$ cat src/wmc_pkg.sv
// Purpose: Shared constants and types for the watchdog mode control block
// Assumes: APB slave with 32-bit data, one aligned word per register
// Notes: Control bit positions follow the control/status byte layout
package wmc_pkg;
	// ------------------------------------------------------------
	// Register map (byte addresses)
	// ------------------------------------------------------------
	localparam logic [7:0] WMC_OFS_CTRL = 8'h00;
	localparam logic [7:0] WMC_OFS_CAUSE = 8'h04;
	localparam logic [7:0] WMC_OFS_ISTAT = 8'h08;
	localparam logic [7:0] WMC_OFS_IMASK = 8'h0c;
	localparam logic [7:0] WMC_OFS_CMD = 8'h10;
	// ------------------------------------------------------------
	// Control/status byte fields
	// ------------------------------------------------------------
	localparam int WMC_B_IRQ_FLAG = 7;
	localparam int WMC_B_IRQ_EN = 6;
	localparam int WMC_B_PSEL3 = 5;
	localparam int WMC_B_CHG_EN = 4;
	localparam int WMC_B_RST_EN = 3;
	localparam int WMC_B_PSEL_LO = 0;
	// Reset cause register: watchdog reset flag position
	localparam int WMC_B_WD_RST_FLAG = 3;
	// Interrupt status/mask bits
	localparam int WMC_B_EV_TIMEOUT_IRQ = 0;
	localparam int WMC_B_EV_SYS_RESET = 1;
	localparam int WMC_EV_W = 2;
	// Command register bits
	localparam int WMC_B_CMD_RESTART = 0;
	// ------------------------------------------------------------
	// Reset values and timing
	// ------------------------------------------------------------
	localparam logic [3:0] WMC_PSEL_RST = 4'h0;
	localparam logic [3:0] WMC_PSEL_MAX = 4'h9;
	localparam logic [20:0] WMC_BASE_CYCLES = 21'h000800;
	localparam logic [2:0] WMC_CHG_CYCLES = 3'h4;
	localparam logic [11:0] WMC_RESET_VECTOR = 12'h000;
	localparam int WMC_CLK_KHZ = 200000;
	localparam int WMC_OSC_KHZ = 128;
	localparam int WMC_OSC_DIV = WMC_CLK_KHZ / WMC_OSC_KHZ;
	// ------------------------------------------------------------
	// Types
	// ------------------------------------------------------------
	typedef struct packed {
		logic irq_flag;
		logic irq_en;
		logic rst_en;
		logic [3:0] psel;
	} wmc_ctrl_t;
	typedef enum logic [1:0] {
		WMC_APB_IDLE = 2'b00,
		WMC_APB_WAIT = 2'b01,
		WMC_APB_DONE = 2'b10
	} wmc_apb_state_t;
endpackage : wmc_pkg

$ cat src/wmc_top.sv
// Purpose: Watchdog mode control with APB registers, interrupt and reset requests
// Assumes: Single core clock; core gives vector ack and global irq enable
// Notes: NRST acts as power-on reset; the watchdog reset request does not clear this block
`timescale 1ns/1ps
`default_nettype none
module wmc_top #(
	parameter int WD_DIV = wmc_pkg::WMC_OSC_DIV
) (
	input wire logic MCLK,
	input wire logic NRST,
	input wire logic PSEL,
	input wire logic PENABLE,
	input wire logic PWRITE,
	input wire logic [7:0] PADDR,
	input wire logic [31:0] PWDATA,
	output logic [31:0] PRDATA,
	output logic PREADY,
	output logic PSLVERR,
	input wire logic WD_FUSE_N,
	input wire logic GLOBAL_IRQ_EN,
	input wire logic VECTOR_ACK,
	input wire logic WDR_STROBE,
	output logic WD_IRQ,
	output logic WD_RESET_REQ,
	output logic [11:0] RST_VECTOR,
	output logic IRQ
);
	// ------------------------------------------------------------
	// State
	// ------------------------------------------------------------
	wmc_pkg::wmc_ctrl_t ctrl_q;
	wmc_pkg::wmc_ctrl_t ctrl_d;
	wmc_pkg::wmc_apb_state_t apb_q;
	wmc_pkg::wmc_apb_state_t apb_d;
	logic [2:0] chg_cnt_q;
	logic [2:0] chg_cnt_d;
	logic rst_flag_q;
	logic rst_flag_d;
	logic [1:0] istat_q;
	logic [1:0] istat_d;
	logic [1:0] imask_q;
	logic [1:0] imask_d;
	logic [31:0] rdata_d;
	logic fuse_n;
	logic timeout;
	// ------------------------------------------------------------
	// Bus decode
	// ------------------------------------------------------------
	wire acc = PSEL && PENABLE && (apb_q == wmc_pkg::WMC_APB_WAIT);
	wire done = PSEL && PENABLE && PREADY;
	wire sel_ctrl = (PADDR == wmc_pkg::WMC_OFS_CTRL);
	wire sel_cause = (PADDR == wmc_pkg::WMC_OFS_CAUSE);
	wire sel_istat = (PADDR == wmc_pkg::WMC_OFS_ISTAT);
	wire sel_imask = (PADDR == wmc_pkg::WMC_OFS_IMASK);
	wire sel_cmd = (PADDR == wmc_pkg::WMC_OFS_CMD);
	wire mapped = sel_ctrl || sel_cause || sel_istat || sel_imask || sel_cmd;
	wire wr = done && PWRITE && mapped;
	// Reads act on the data capture edge, so read-to-clear cannot drop an event landing in between
	wire rd = acc && !PWRITE && mapped;
	wire wr_ctrl = wr && sel_ctrl;
	wire wr_cause = wr && sel_cause;
	wire wr_imask = wr && sel_imask;
	wire wr_cmd = wr && sel_cmd;
	wire rd_istat = rd && sel_istat;
	// Written control fields
	wire w_flag = PWDATA[wmc_pkg::WMC_B_IRQ_FLAG];
	wire w_ien = PWDATA[wmc_pkg::WMC_B_IRQ_EN];
	wire w_chg = PWDATA[wmc_pkg::WMC_B_CHG_EN];
	wire w_rst = PWDATA[wmc_pkg::WMC_B_RST_EN];
	wire [3:0] w_psel = {PWDATA[wmc_pkg::WMC_B_PSEL3], PWDATA[wmc_pkg::WMC_B_PSEL_LO +: 3]};
	// ------------------------------------------------------------
	// Mode decode
	// ------------------------------------------------------------
	// Protected changes are open while the window counter runs
	wire chg_open = (chg_cnt_q != 3'h0);
	// Programmed fuse locks the enables to reset mode
	wire fuse_forced = !fuse_n;
	wire rst_en_eff = ctrl_q.rst_en || rst_flag_q || fuse_forced;
	wire irq_en_eff = ctrl_q.irq_en && !fuse_forced;
	// Mode table with the fuse unprogrammed
	wire stopped = !fuse_forced && !rst_en_eff && !irq_en_eff;
	wire mode_reset_only = rst_en_eff && !irq_en_eff;
	wire mode_combined = rst_en_eff && irq_en_eff;
	// Combined mode escalates when the earlier interrupt was never serviced
	wire escalate = mode_combined && ctrl_q.irq_flag;
	// Reset on time-out: fuse forced, reset-only, or escalation
	wire do_reset = timeout && (fuse_forced || mode_reset_only || escalate);
	// Otherwise an enabled interrupt just sets the flag
	wire do_flag = timeout && irq_en_eff && !do_reset;
	// Restart from the command register or the restart instruction
	wire sw_restart = wr_cmd && PWDATA[wmc_pkg::WMC_B_CMD_RESTART];
	wire restart = sw_restart || WDR_STROBE;
	// Timer runs unless stopped and starts over after every reset request
	wire timer_run = !stopped;
	wire timer_clear = restart || do_reset;
	wire [7:0] ctrl_rd = {ctrl_q.irq_flag, irq_en_eff, ctrl_q.psel[3], chg_open,
		rst_en_eff, ctrl_q.psel[2:0]};
	wire [1:0] ev = {do_reset, do_flag};
	// ------------------------------------------------------------
	// Input crossing and time-out counter
	// ------------------------------------------------------------
	wmc_sync #(
		.RST_VAL(1'b0)
	) u_fuse_sync (
		.clk(MCLK),
		.rst_n(NRST),
		.d(WD_FUSE_N),
		.q(fuse_n)
	);
	wmc_timer #(
		.DIV(WD_DIV)
	) u_timer (
		.clk(MCLK),
		.rst_n(NRST),
		.run(timer_run),
		.restart(timer_clear),
		.sel(ctrl_q.psel),
		.timeout(timeout)
	);
	// ------------------------------------------------------------
	// APB handshake: one wait state, then ready
	// ------------------------------------------------------------
	always_comb begin
		case (apb_q)
			wmc_pkg::WMC_APB_IDLE: apb_d = (PSEL && !PENABLE) ? wmc_pkg::WMC_APB_WAIT : wmc_pkg::WMC_APB_IDLE;
			wmc_pkg::WMC_APB_WAIT: apb_d = acc ? wmc_pkg::WMC_APB_DONE : wmc_pkg::WMC_APB_WAIT;
			wmc_pkg::WMC_APB_DONE: apb_d = wmc_pkg::WMC_APB_IDLE;
			default: apb_d = wmc_pkg::WMC_APB_IDLE;
		endcase
	end
	// Read data mux, captured with ready
	always_comb begin
		rdata_d = 32'h00000000;
		if (sel_ctrl) begin
			rdata_d[7:0] = ctrl_rd;
		end else if (sel_cause) begin
			rdata_d[wmc_pkg::WMC_B_WD_RST_FLAG] = rst_flag_q;
		end else if (sel_istat) begin
			rdata_d[1:0] = istat_q;
		end else if (sel_imask) begin
			rdata_d[1:0] = imask_q;
		end
	end
	// ------------------------------------------------------------
	// Control register next state
	// ------------------------------------------------------------
	always_comb begin
		ctrl_d = ctrl_q;
		chg_cnt_d = chg_open ? 3'(chg_cnt_q - 3'h1) : 3'h0;
		if (wr_ctrl) begin
			ctrl_d.irq_en = w_ien;
			if (w_rst) begin
				ctrl_d.rst_en = 1'b1;
			end else if (chg_open) begin
				ctrl_d.rst_en = 1'b0;
			end
			if (chg_open) begin
				ctrl_d.psel = w_psel;
			end
			chg_cnt_d = w_chg ? wmc_pkg::WMC_CHG_CYCLES : 3'h0;
			if (w_flag) begin
				ctrl_d.irq_flag = 1'b0;
			end
		end
		if (VECTOR_ACK) begin
			ctrl_d.irq_en = 1'b0;
			ctrl_d.irq_flag = 1'b0;
		end
		if (rst_flag_q) begin
			ctrl_d.rst_en = 1'b1;
		end
		if (do_flag) begin
			ctrl_d.irq_flag = 1'b1;
		end
	end
	// Reset cause flag: set wins over the software clear
	assign rst_flag_d = do_reset || (rst_flag_q && !(wr_cause && !PWDATA[wmc_pkg::WMC_B_WD_RST_FLAG]));
	// Sticky events, cleared by reading, set wins
	assign istat_d = ev | (rd_istat ? 2'b00 : istat_q);
	assign imask_d = wr_imask ? PWDATA[1:0] : imask_q;
	// ------------------------------------------------------------
	// Output next values
	// ------------------------------------------------------------
	// Ready and error answer the access phase after one wait state
	wire pready_d = acc;
	wire pslverr_d = acc && !mapped;
	// Read data is zero outside the ready cycle of a read
	wire [31:0] prdata_d = (acc && !PWRITE) ? rdata_d : 32'h00000000;
	// Uses the next flag and enable so a vector ack drops the request at once
	wire wd_irq_d = ctrl_d.irq_flag && ctrl_d.irq_en && fuse_n && GLOBAL_IRQ_EN;
	// Summary line from sticky events under the mask
	wire irq_d = |(istat_d & imask_d);
	// ------------------------------------------------------------
	// Registers
	// ------------------------------------------------------------
	// Control byte
	always_ff @(posedge MCLK or negedge NRST) begin
		if (!NRST) begin
			ctrl_q <= '{irq_flag: 1'b0, irq_en: 1'b0, rst_en: 1'b0, psel: wmc_pkg::WMC_PSEL_RST};
		end else begin
			ctrl_q <= ctrl_d;
		end
	end
	// Change-enable window counter
	always_ff @(posedge MCLK or negedge NRST) begin
		if (!NRST) begin
			chg_cnt_q <= 3'h0;
		end else begin
			chg_cnt_q <= chg_cnt_d;
		end
	end
	// Reset cause flag; NRST stands for the power-on reset
	always_ff @(posedge MCLK or negedge NRST) begin
		if (!NRST) begin
			rst_flag_q <= 1'b0;
		end else begin
			rst_flag_q <= rst_flag_d;
		end
	end
	// Sticky event status and its mask
	always_ff @(posedge MCLK or negedge NRST) begin
		if (!NRST) begin
			istat_q <= 2'b00;
			imask_q <= 2'b00;
		end else begin
			istat_q <= istat_d;
			imask_q <= imask_d;
		end
	end
	// Bus handshake state
	always_ff @(posedge MCLK or negedge NRST) begin
		if (!NRST) begin
			apb_q <= wmc_pkg::WMC_APB_IDLE;
		end else begin
			apb_q <= apb_d;
		end
	end
	// ------------------------------------------------------------
	// Registered outputs
	// ------------------------------------------------------------
	// Bus answer, one cycle wide
	always_ff @(posedge MCLK or negedge NRST) begin
		if (!NRST) begin
			PREADY <= 1'b0;
			PRDATA <= 32'h00000000;
			PSLVERR <= 1'b0;
		end else begin
			PREADY <= pready_d;
			PRDATA <= prdata_d;
			PSLVERR <= pslverr_d;
		end
	end
	// Watchdog requests and summary interrupt
	always_ff @(posedge MCLK or negedge NRST) begin
		if (!NRST) begin
			WD_IRQ <= 1'b0;
			WD_RESET_REQ <= 1'b0;
			IRQ <= 1'b0;
		end else begin
			WD_IRQ <= wd_irq_d;
			WD_RESET_REQ <= do_reset;
			IRQ <= irq_d;
		end
	end
	// Reset vector held in a flop so the pins carry no logic
	always_ff @(posedge MCLK or negedge NRST) begin
		if (!NRST) begin
			RST_VECTOR <= wmc_pkg::WMC_RESET_VECTOR;
		end else begin
			RST_VECTOR <= wmc_pkg::WMC_RESET_VECTOR;
		end
	end
endmodule : wmc_top
`default_nettype wire

$ cat src/wmc_sync.sv
// Purpose: Two-flop synchroniser for asynchronous level inputs
// Assumes: Input is a slowly changing level such as a fuse strap
// Notes: First stage is read only by the second stage
`timescale 1ns/1ps
`default_nettype none
module wmc_sync #(
	parameter logic RST_VAL = 1'b0
) (
	input wire logic clk,
	input wire logic rst_n,
	input wire logic d,
	output logic q
);
	logic meta_q;
	// ------------------------------------------------------------
	// Synchroniser chain
	// ------------------------------------------------------------
	always_ff @(posedge clk or negedge rst_n) begin
		if (!rst_n) begin
			meta_q <= RST_VAL;
			q <= RST_VAL;
		end else begin
			meta_q <= d;
			q <= meta_q;
		end
	end
endmodule : wmc_sync
`default_nettype wire

$ cat src/wmc_timer.sv
// Purpose: Watchdog oscillator tick divider and time-out counter
// Assumes: Oscillator rate is an enable pulse divided from the core clock
// Notes: Counter is held cleared while not running
`timescale 1ns/1ps
`default_nettype none
module wmc_timer #(
	parameter int DIV = wmc_pkg::WMC_OSC_DIV,
	parameter int DW = 16
) (
	input wire logic clk,
	input wire logic rst_n,
	input wire logic run,
	input wire logic restart,
	input wire logic [3:0] sel,
	output logic timeout
);
	logic [DW-1:0] div_q;
	logic [19:0] cnt_q;
	logic [3:0] sel_c;
	logic [20:0] limit;
	logic [19:0] last;
	logic tick;
	logic hit;
	// ------------------------------------------------------------
	// Period select
	// ------------------------------------------------------------
	// Reserved codes fall back to the longest period
	assign sel_c = (sel > wmc_pkg::WMC_PSEL_MAX) ? wmc_pkg::WMC_PSEL_MAX : sel;
	assign limit = wmc_pkg::WMC_BASE_CYCLES << sel_c;
	assign last = 20'(limit - 21'h000001);
	assign tick = (div_q == DW'(DIV - 1));
	assign hit = tick && (cnt_q == last);
	// ------------------------------------------------------------
	// Oscillator enable divider and counter
	// ------------------------------------------------------------
	always_ff @(posedge clk or negedge rst_n) begin
		if (!rst_n) begin
			div_q <= '0;
			cnt_q <= '0;
			timeout <= 1'b0;
		end else if (!run || restart) begin
			div_q <= '0;
			cnt_q <= '0;
			timeout <= 1'b0;
		end else begin
			div_q <= tick ? '0 : DW'(div_q + 1'b1);
			if (tick) begin
				cnt_q <= hit ? '0 : 20'(cnt_q + 1'b1);
			end
			timeout <= hit;
		end
	end
endmodule : wmc_timer
`default_nettype wire

$ cat config.mk
export PLATFORM = sky130hd
export DESIGN_NAME = wmc_top
export DESIGN_NICKNAME = d
export VERILOG_FILES = /design/src/wmc_pkg.sv /design/src/wmc_top.sv /design/src/wmc_sync.sv /design/src/wmc_timer.sv
export SDC_FILE = /design/constraint.sdc
export NUM_CORES = 1
export LEC_CHECK = 0
export ABC_AREA = 1
export ABC_CLOCK_PERIOD_IN_PS = 2200
export BUFFER_PORTS_ARGS = -buffer_cell sky130_fd_sc_hd__buf_2
export CAP_MARGIN = 20
export CORE_ASPECT_RATIO = 0.75
export CORE_MARGIN = 5
export CORE_UTILIZATION = 55
export CTS_BUF_LIST = sky130_fd_sc_hd__clkbuf_2
export DETAILED_ROUTE_END_ITERATION = 6
export PLACE_DENSITY = 0.82
export SYNTH_ARGS = -nofsm -noshare
export SYNTH_HDL_FRONTEND = slang
export SYNTH_SLANG_ARGS = --single-unit
$ cat constraint.sdc
create_clock -name MCLK -period 2.2 [get_ports MCLK]
set_input_delay 0.33 -clock MCLK [delete_from_list [all_inputs] [get_ports MCLK]]
set_output_delay 0.33 -clock MCLK [all_outputs]
set_load 0.1 [all_outputs]
After elaboration in Yosys (flattened, before gate mapping)
Index checks and enable logic that the tools add are counted.

Bitwise logic cells: 2. Magnitude comparators: 1. Equality and inequality tests: 7. Shift operators: 1. Add/subtract/negate cells: 4. Reduce and logical (&&, ||, !) cells: 60. Multiplexer cells: 32.

Operator list (number): $mux 20 (3); $mux 16 (2); $logic_and 1x1->1 (30); $add 20x1->20 const B (1); $eq 20x20->1 (1); $shl 12x4->20 const A (1); $sub 20x1->20 const B (1); $add 16x1->16 const B (1); $eq 16x11->1 const B (1); $eq 8x4->1 const B (2); $mux 2 (8); $logic_or 1x1->1 (12); $mux 4 (3); $mux 1 (10); $logic_not 1->1 (9); $mux 3 (3); $eq 8x3->1 const B (1); $eq 8x5->1 const B (1); $logic_not 8->1 (1); $mux 8 (1); $mux 7 (1); $reduce_bool 3->1 (2); $gt 4x4->1 const B (1); $pmux 2 s2 (1); other kinds (8) (10).

Bits of input ports: 49. Register bits after elaboration: 69. Word-level logic and storage cells: 127. Output and inout port bits: 49.

Logic depth before layout (Yosys ltp)
Depth in word-level cells: 13. Gate-level depth with buffers: 14. Mapped depth without buffers: 13.

Modules after synthesis
From an unflattened synthesis, not the netlist that was laid out.

Cells, all modules: 617. Area, all modules: 4481.8 um^2.

Modules (own cells, without submodules): wmc_timer (times used 1, seq. area each 925.9 um^2, area each 2728.9 um^2, cells each 402); wmc_top (times used 1, seq. area each 725.7 um^2, area each 1702.9 um^2, cells each 213); wmc_sync (times used 1, seq. area each 50.0 um^2, area each 50.0 um^2, cells each 2).

Worst setup path after synthesis
OpenSTA, ideal clock, no wires.

Kind: register to register. Start: reg PREADY. End: reg ctrl_q[2] (netlist bit). Setup time: 0.118 ns. Clock period less this slack: 2.223 ns. Arrival time: 2.105 ns. Buffers on the path: 1. Slack: -0.023 ns. Cell stages (with the launch flop): 10. Cells stage by stage: dfrtp_1 inv_1 nor3_1 nand2_2 nor2_4 inv_2 or2_0 buf_6 nand2_1 o21ai_2.

Longest elaborated chain between the ends: 5.

RTL lines: from (decl) (line wmc_top.sv:17) `output logic PREADY,`; from (signal assigned) (line wmc_top.sv:248) `PREADY <= pready_d;`; $logic_and 1x1->1 (line wmc_top.sv:50) `wire done = PSEL && PENABLE && PREADY;`; $logic_and 1x1->1 (2 in series) (line wmc_top.sv:57) `wire wr = done && PWRITE && mapped;`; $logic_and 1x1->1 (line wmc_top.sv:60) `wire wr_ctrl = wr && sel_ctrl;`; $reduce_and 2->1 (no source line); to (signal assigned) (line wmc_top.sv:199) `ctrl_q <= '{irq_flag: 1'b0, irq_en: 1'b0, rst_en: 1'b0, psel: wmc_pkg::WMC_PSEL_RST};`; to (signal assigned) (line wmc_top.sv:201) `ctrl_q <= ctrl_d;`; to (decl) (line wmc_top.sv:31) `wmc_pkg::wmc_ctrl_t ctrl_q;`.

Every way passes these cells. A chain may end at the register's enable or synchronous reset.

Worst setup path in the final report
Start: reg ctrl_q[1] (netlist bit). End: reg u_timer.cnt_q[9].

Longest elaborated chain between the ends: 9.

RTL lines: $gt 4x4->1 (line wmc_timer.sv:28) `assign sel_c = (sel > wmc_pkg::WMC_PSEL_MAX) ? wmc_pkg::WMC_PSEL_MAX : sel;`; $mux 4 * (line wmc_timer.sv:28); $shl 12x4->20 * (line wmc_timer.sv:29) `assign limit = wmc_pkg::WMC_BASE_CYCLES << sel_c;`; $sub 20x1->20 * (line wmc_timer.sv:30) `assign last = 20'(limit - 21'h000001);`; $eq 20x20->1 * (line wmc_timer.sv:32) `assign hit = tick && (cnt_q == last);`; $logic_and 1x1->1 * (line wmc_timer.sv:32); $mux 20 * (line wmc_timer.sv:48) `cnt_q <= hit ? '0 : 20'(cnt_q + 1'b1);`; $mux 20 * (line wmc_timer.sv:47) `if (tick) begin`; $mux 20 * (line wmc_timer.sv:41) `end else if (!run || restart) begin`; to (signal assigned) (line wmc_timer.sv:48); to (decl) (line wmc_timer.sv:18) `logic [19:0] cnt_q;`.

Mark *: on every way between the ends. The rest lies on a longest branch, timed or not. The select of a mux whose other input is x is not followed.

==> flow_results.org <==
** Logic synthesis
- Cells after synthesis :: 493
- Warnings, synthesis :: 0
- Sequential element share of the synthesized area :: 43.6%
- In the synthesized netlist the dominant register cell turns out to be dfrtp_1.
- In this run the cell area of the synthesized design comes to 0.00390 mm^2.
- In this run, synthesis produced a sequential element count of 68.
- Distinct cell type count of the synthesized netlist :: 34
- Number of enable flip-flop cells after synthesis :: 0
- In the synthesized netlist the async set-or-reset flop fraction comes to 100%.
- Average cell area after synthesis :: 7.91 um^2
- In the post-synthesis netlist, the biggest area contributors are dfrtp_1, nand2_1, buf_4.
- The largest total area in the synthesized netlist belongs to dfrtp_1.
- The top cell type by area accounts for between 40% and 50% of the synthesized area.

** Power and ir drop
- LEAKAGE :: 2.13 nW
- Of the total power, combinational logic draws 17.2%.
- NetSw :: just over 0.8 mW
- Share of power burned in the clock network :: 29.4%
- Total power for the finished layout comes to around 2.4 mW.
- Cell internal power was estimated by the tool at between 1.5 and 2 mW.
- Of the total power, the share spent switching nets is about a third.
- The worst-case IR drop observed on VDD is a little over 300 uV.
- P per Cell Area :: 538 mW/mm^2
- Register share of total power :: 53.4%

** Worst setup path
- Type of element launching the critical path :: register
- The signal on the critical path passes through nor2_4, nand3_2, ha_4, nor2_2, a21oi_2, nand3_1, nor2_1, nand3_1, nor2_1, nand2_2, nand2_4, clkbuf_16, o21ai_1.
- The worst register-to-register path begins at ctrl_q[1]$_DFFE_PN0P_.
- CP max-delay cell :: dfrtp_2
- Largest delay contributor family on the critical path :: simple AND/OR/NAND/NOR gates
- By startpoint and endpoint, the worst setup path is classified as register to register.
- Required time at the worst-slack endpoint :: 2.60 ns
- CP endpoint kind :: register
- Worst stage delay on the critical path :: 0.50 ns
- Worst Path Arrival :: 2.52 ns
- The most critical setup path has its startpoint at ctrl_q[1]$_DFFE_PN0P_.
- Of all nets on the critical path, the largest fanout is 5.
- Counting both buffers and inverters, the worst setup path holds a total of 1.

** Hold path
- Type of the tightest min-delay check :: input pin to register
- In this run the most critical hold path is launched from PWDATA[4].

** Place
- Final Wtd Congestion :: 0.912
- Worst setup slack before clock tree synthesis :: 0.0939 ns
- Cell area reported after detailed placement :: 0.00414 mm^2
- Once placement completed, the tool counted placed cells totaling roughly 630.
- Detailed placement ended at an HPWL of 6.28 mm.
- The count of buffers added on input and output ports is 37.

** Finish
- Number of antenna repair diodes :: 0
- Final non-filler cell total :: 659
- Counting the fill cells in the layout gives between 500 and 600.
- Area of the multi-input gates :: 0.00181 mm^2
- Summing all flip-flop and latch instances after layout gives 0.00171 mm^2.
- Fraction of final layout cells sized beyond drive strength 1 :: 20.3%
- Final Net Count :: about 610
- From synthesis to final layout, the design area changed by 13.4%.
- After routing the design area is 0.00442 mm^2.

** Clock tree
- Root buffer selected by CTS :: clkbuf_2
- The H-tree was split into 3 levels.
- At the later pin of the worst-skew pair, clock insertion delay measures 0.51 ns.
- CTS clock-pin slew for the worst setup and hold paths :: around 0.19 ns
- TritonCTS built the clock tree.
- The longest clock path from root to sink contains 2 buffers.
- For this design, the sink count on the clock tree is 68.
- CTS Buf Count :: 9

** Die
- For this configuration, the core starts out at a cell density of 56.8%.
- Placeable core region :: 0.00686 mm^2
- The die covers 0.00889 mm^2.
- Number of core rows :: 26
- Height of the die :: ~83 um
- Top Ports :: a little under 100
- Horizontal die dimension :: ~110 um

** Route
- The detailed router finished its first iteration with 223 violations.
- In the final routed layout, each cell accounts on average for 12.8 um.
- The detail route stage leaves a number of antenna-violating nets equal to 0.
- The highest layer touched by signal routing is met4.
- M1 wire length :: roughly 3.9 mm
- Summed over all layers, the routed wires come to 8.46 mm.
- Dividing the detail-routed via count by the number of cells gives 4.90.
- In the detailed route, the total length drawn on met3 is 524 um.
- The first detailed-routing pass ran for 5 iterations.
- In the detailed route, the total length drawn on met2 is 3.94 mm.
- Total number of vias :: approximately 3,200
- Post-route DRC :: 0

** Timing
- Relative slew slack :: 56.6%
- Setup violations remaining at the end of the flow were counted as 0.
- The hold violation total from the final report is 0.
- Period minus WS final :: 2.12 ns
- Transition time at the pin with the least slew margin :: 0.651 ns
- Max Clock Skew :: 0.0256 ns
- The final count of pins violating max slew is 0.
- Peak clock frequency supported by timing :: between 0.4 and 0.5 GHz
- The worst path meets setup with 0.0793 ns of slack.
- Of the available clock period, the critical path in the final layout requires 96.4%.

** Global route
- First-pass GRT wire length :: 14.1 mm
- The total overflow left after global routing is 0.
- Entering global routing, the biggest net connects 42 pins.
- Total global-route track usage :: 19.5%
- Antenna violations before repair :: 0
- The via count of the first global-routing pass is 3,162.

** Job
- Across the run, the number of max-cap violations was 0.

** Outcome
- The run finished with clean final reports.
-- state kept, by name, indices dropped and copies added, names as in the netlist --
register            cells
istat_q                 2
rst_flag_q              1
PREADY                  1
PSLVERR                 1
WD_IRQ                  1
apb_q                   1
WD_RESET_REQ            1
u_timer.timeout         1
u_fuse_sync.q           1
u_timer.cnt_q          20
ctrl_q                  7
u_fuse_sync.meta_q      1
u_timer.div_q          16
IRQ                     1
imask_q                 2
PRDATA                  8
chg_cnt_q               3
-- worst paths after layout --
kind                                                end  slack (ns)  depth (start not counted)
max                        u_timer.cnt_q[9]$_DFFE_PN0P_        0.08                         13
min                              chg_cnt_q[2]$_DFF_PN0_        0.04                          3
max reg2reg                u_timer.cnt_q[9]$_DFFE_PN0P_        0.08                         13
min reg2reg                     u_fuse_sync.q$_DFF_PN0_        0.38                          0
max in group asynchronous  u_timer.cnt_q[4]$_DFFE_PN0P_        1.19                          3
min in group asynchronous            apb_q[0]$_DFF_PN0_        0.35                          2
-- logic make-up (layout without fill, tap and decap cells) --
family | after synthesis | after routing | share of synthesized area (%)
AO/OA/AOI/OAI | 65 | 65 | 9.18
XOR/XNOR | 16 | 16 | 3.95
adder cells (fa/ha/maj) | 6 | 6 | 1.93
buffers and inverters | 112 | 145 | 14.7
flip-flops | 68 | 68 | 43.6
other | 1 | 36 | 0.0962
AND/OR/NAND/NOR | 225 | 225 | 26.5
-- per-layer routing --
layer	GRT usage, %	up-vias
met5	0	-
met4	6.39	0
met3	4.65	11
met2	30.3	108
met1	26.8	1498
li1	-	1611
-- worst reg2reg max path: stages, from the launching register on --
cell and delay, ns:
dfrtp_2 0.50, nor2_4 0.14, nand3_2 0.10, ha_4 0.30, nor2_2 0.04, a21oi_2 0.10
nand3_1 0.09, nor2_1 0.09, nand3_1 0.11, nor2_1 0.15, nand2_2 0.10, nand2_4 0.10
clkbuf_16 0.15, o21ai_1 0.06
-- placed cells by master (no fill, tap or decap), drive strengths merged, types with 13 or more instances in the layout --
cell type  synthesis  layout
nor3              13      13
buf               41      51
a21oi             17      17
nor2              68      68
dfrtp             68      68
o21ai             41      41
nand3             25      25
conb               1      36
inv               71      71
nand2            101     101
-- Yosys cell counts, types with 10 or more instances --
master and count:
a21oi_1 17, buf_4 38, dfrtp_1 68, inv_1 65
nand2_1 96, nand3_1 24, nand4_1 11, nor2_1 54
nor3_1 12, o21ai_0 24, o21ai_1 12, xor2_1 10
-- through the flow --
step                      hold WS, ns  util (%)  TNS, ns
after floorplan                0.0344         -        0
after global placement          0.334      60.3        0
after detailed placement        0.346      60.3        0
after CTS                     0.00377      62.6        0
after global routing           0.0345      64.4   -0.304
final                          0.0403      64.4        0
-- layout make-up --
class	instances	share of cell area (%)
Clock inverter	6	1.27
Sequential cell	68	38.6
Tap cell	98	2.77
Multi-Input combinational cell	348	41.0
Timing Repair Buffer	58	9.14
Clock buffer	10	1.13
Inverter	71	6.03
-- power groups by stage --
| stage | combinational [mW] | sequential, mW | clock, mW |
|---|---|---|---|
| after floorplan | 0.362 | 1.31 | 0 |
| after global placement | 0.394 | 1.29 | 0 |
| after detailed placement | 0.398 | 1.29 | 0 |
| after CTS | 0.407 | 1.27 | 0.716 |
| after global routing | 0.429 | 1.27 | 0.776 |
| final | 0.408 | 1.27 | 0.699 |
-- what timing repair did --
action / CTS / global route
hold buffers: 5 / 1
endpoints found under the setup margin: 0 / 16
hold endpoints to repair: 30 / 1
resized for setup: 0 / 18
setup buffers: 0 / 3
Note: power is estimated with default switching activity, not from simulation.
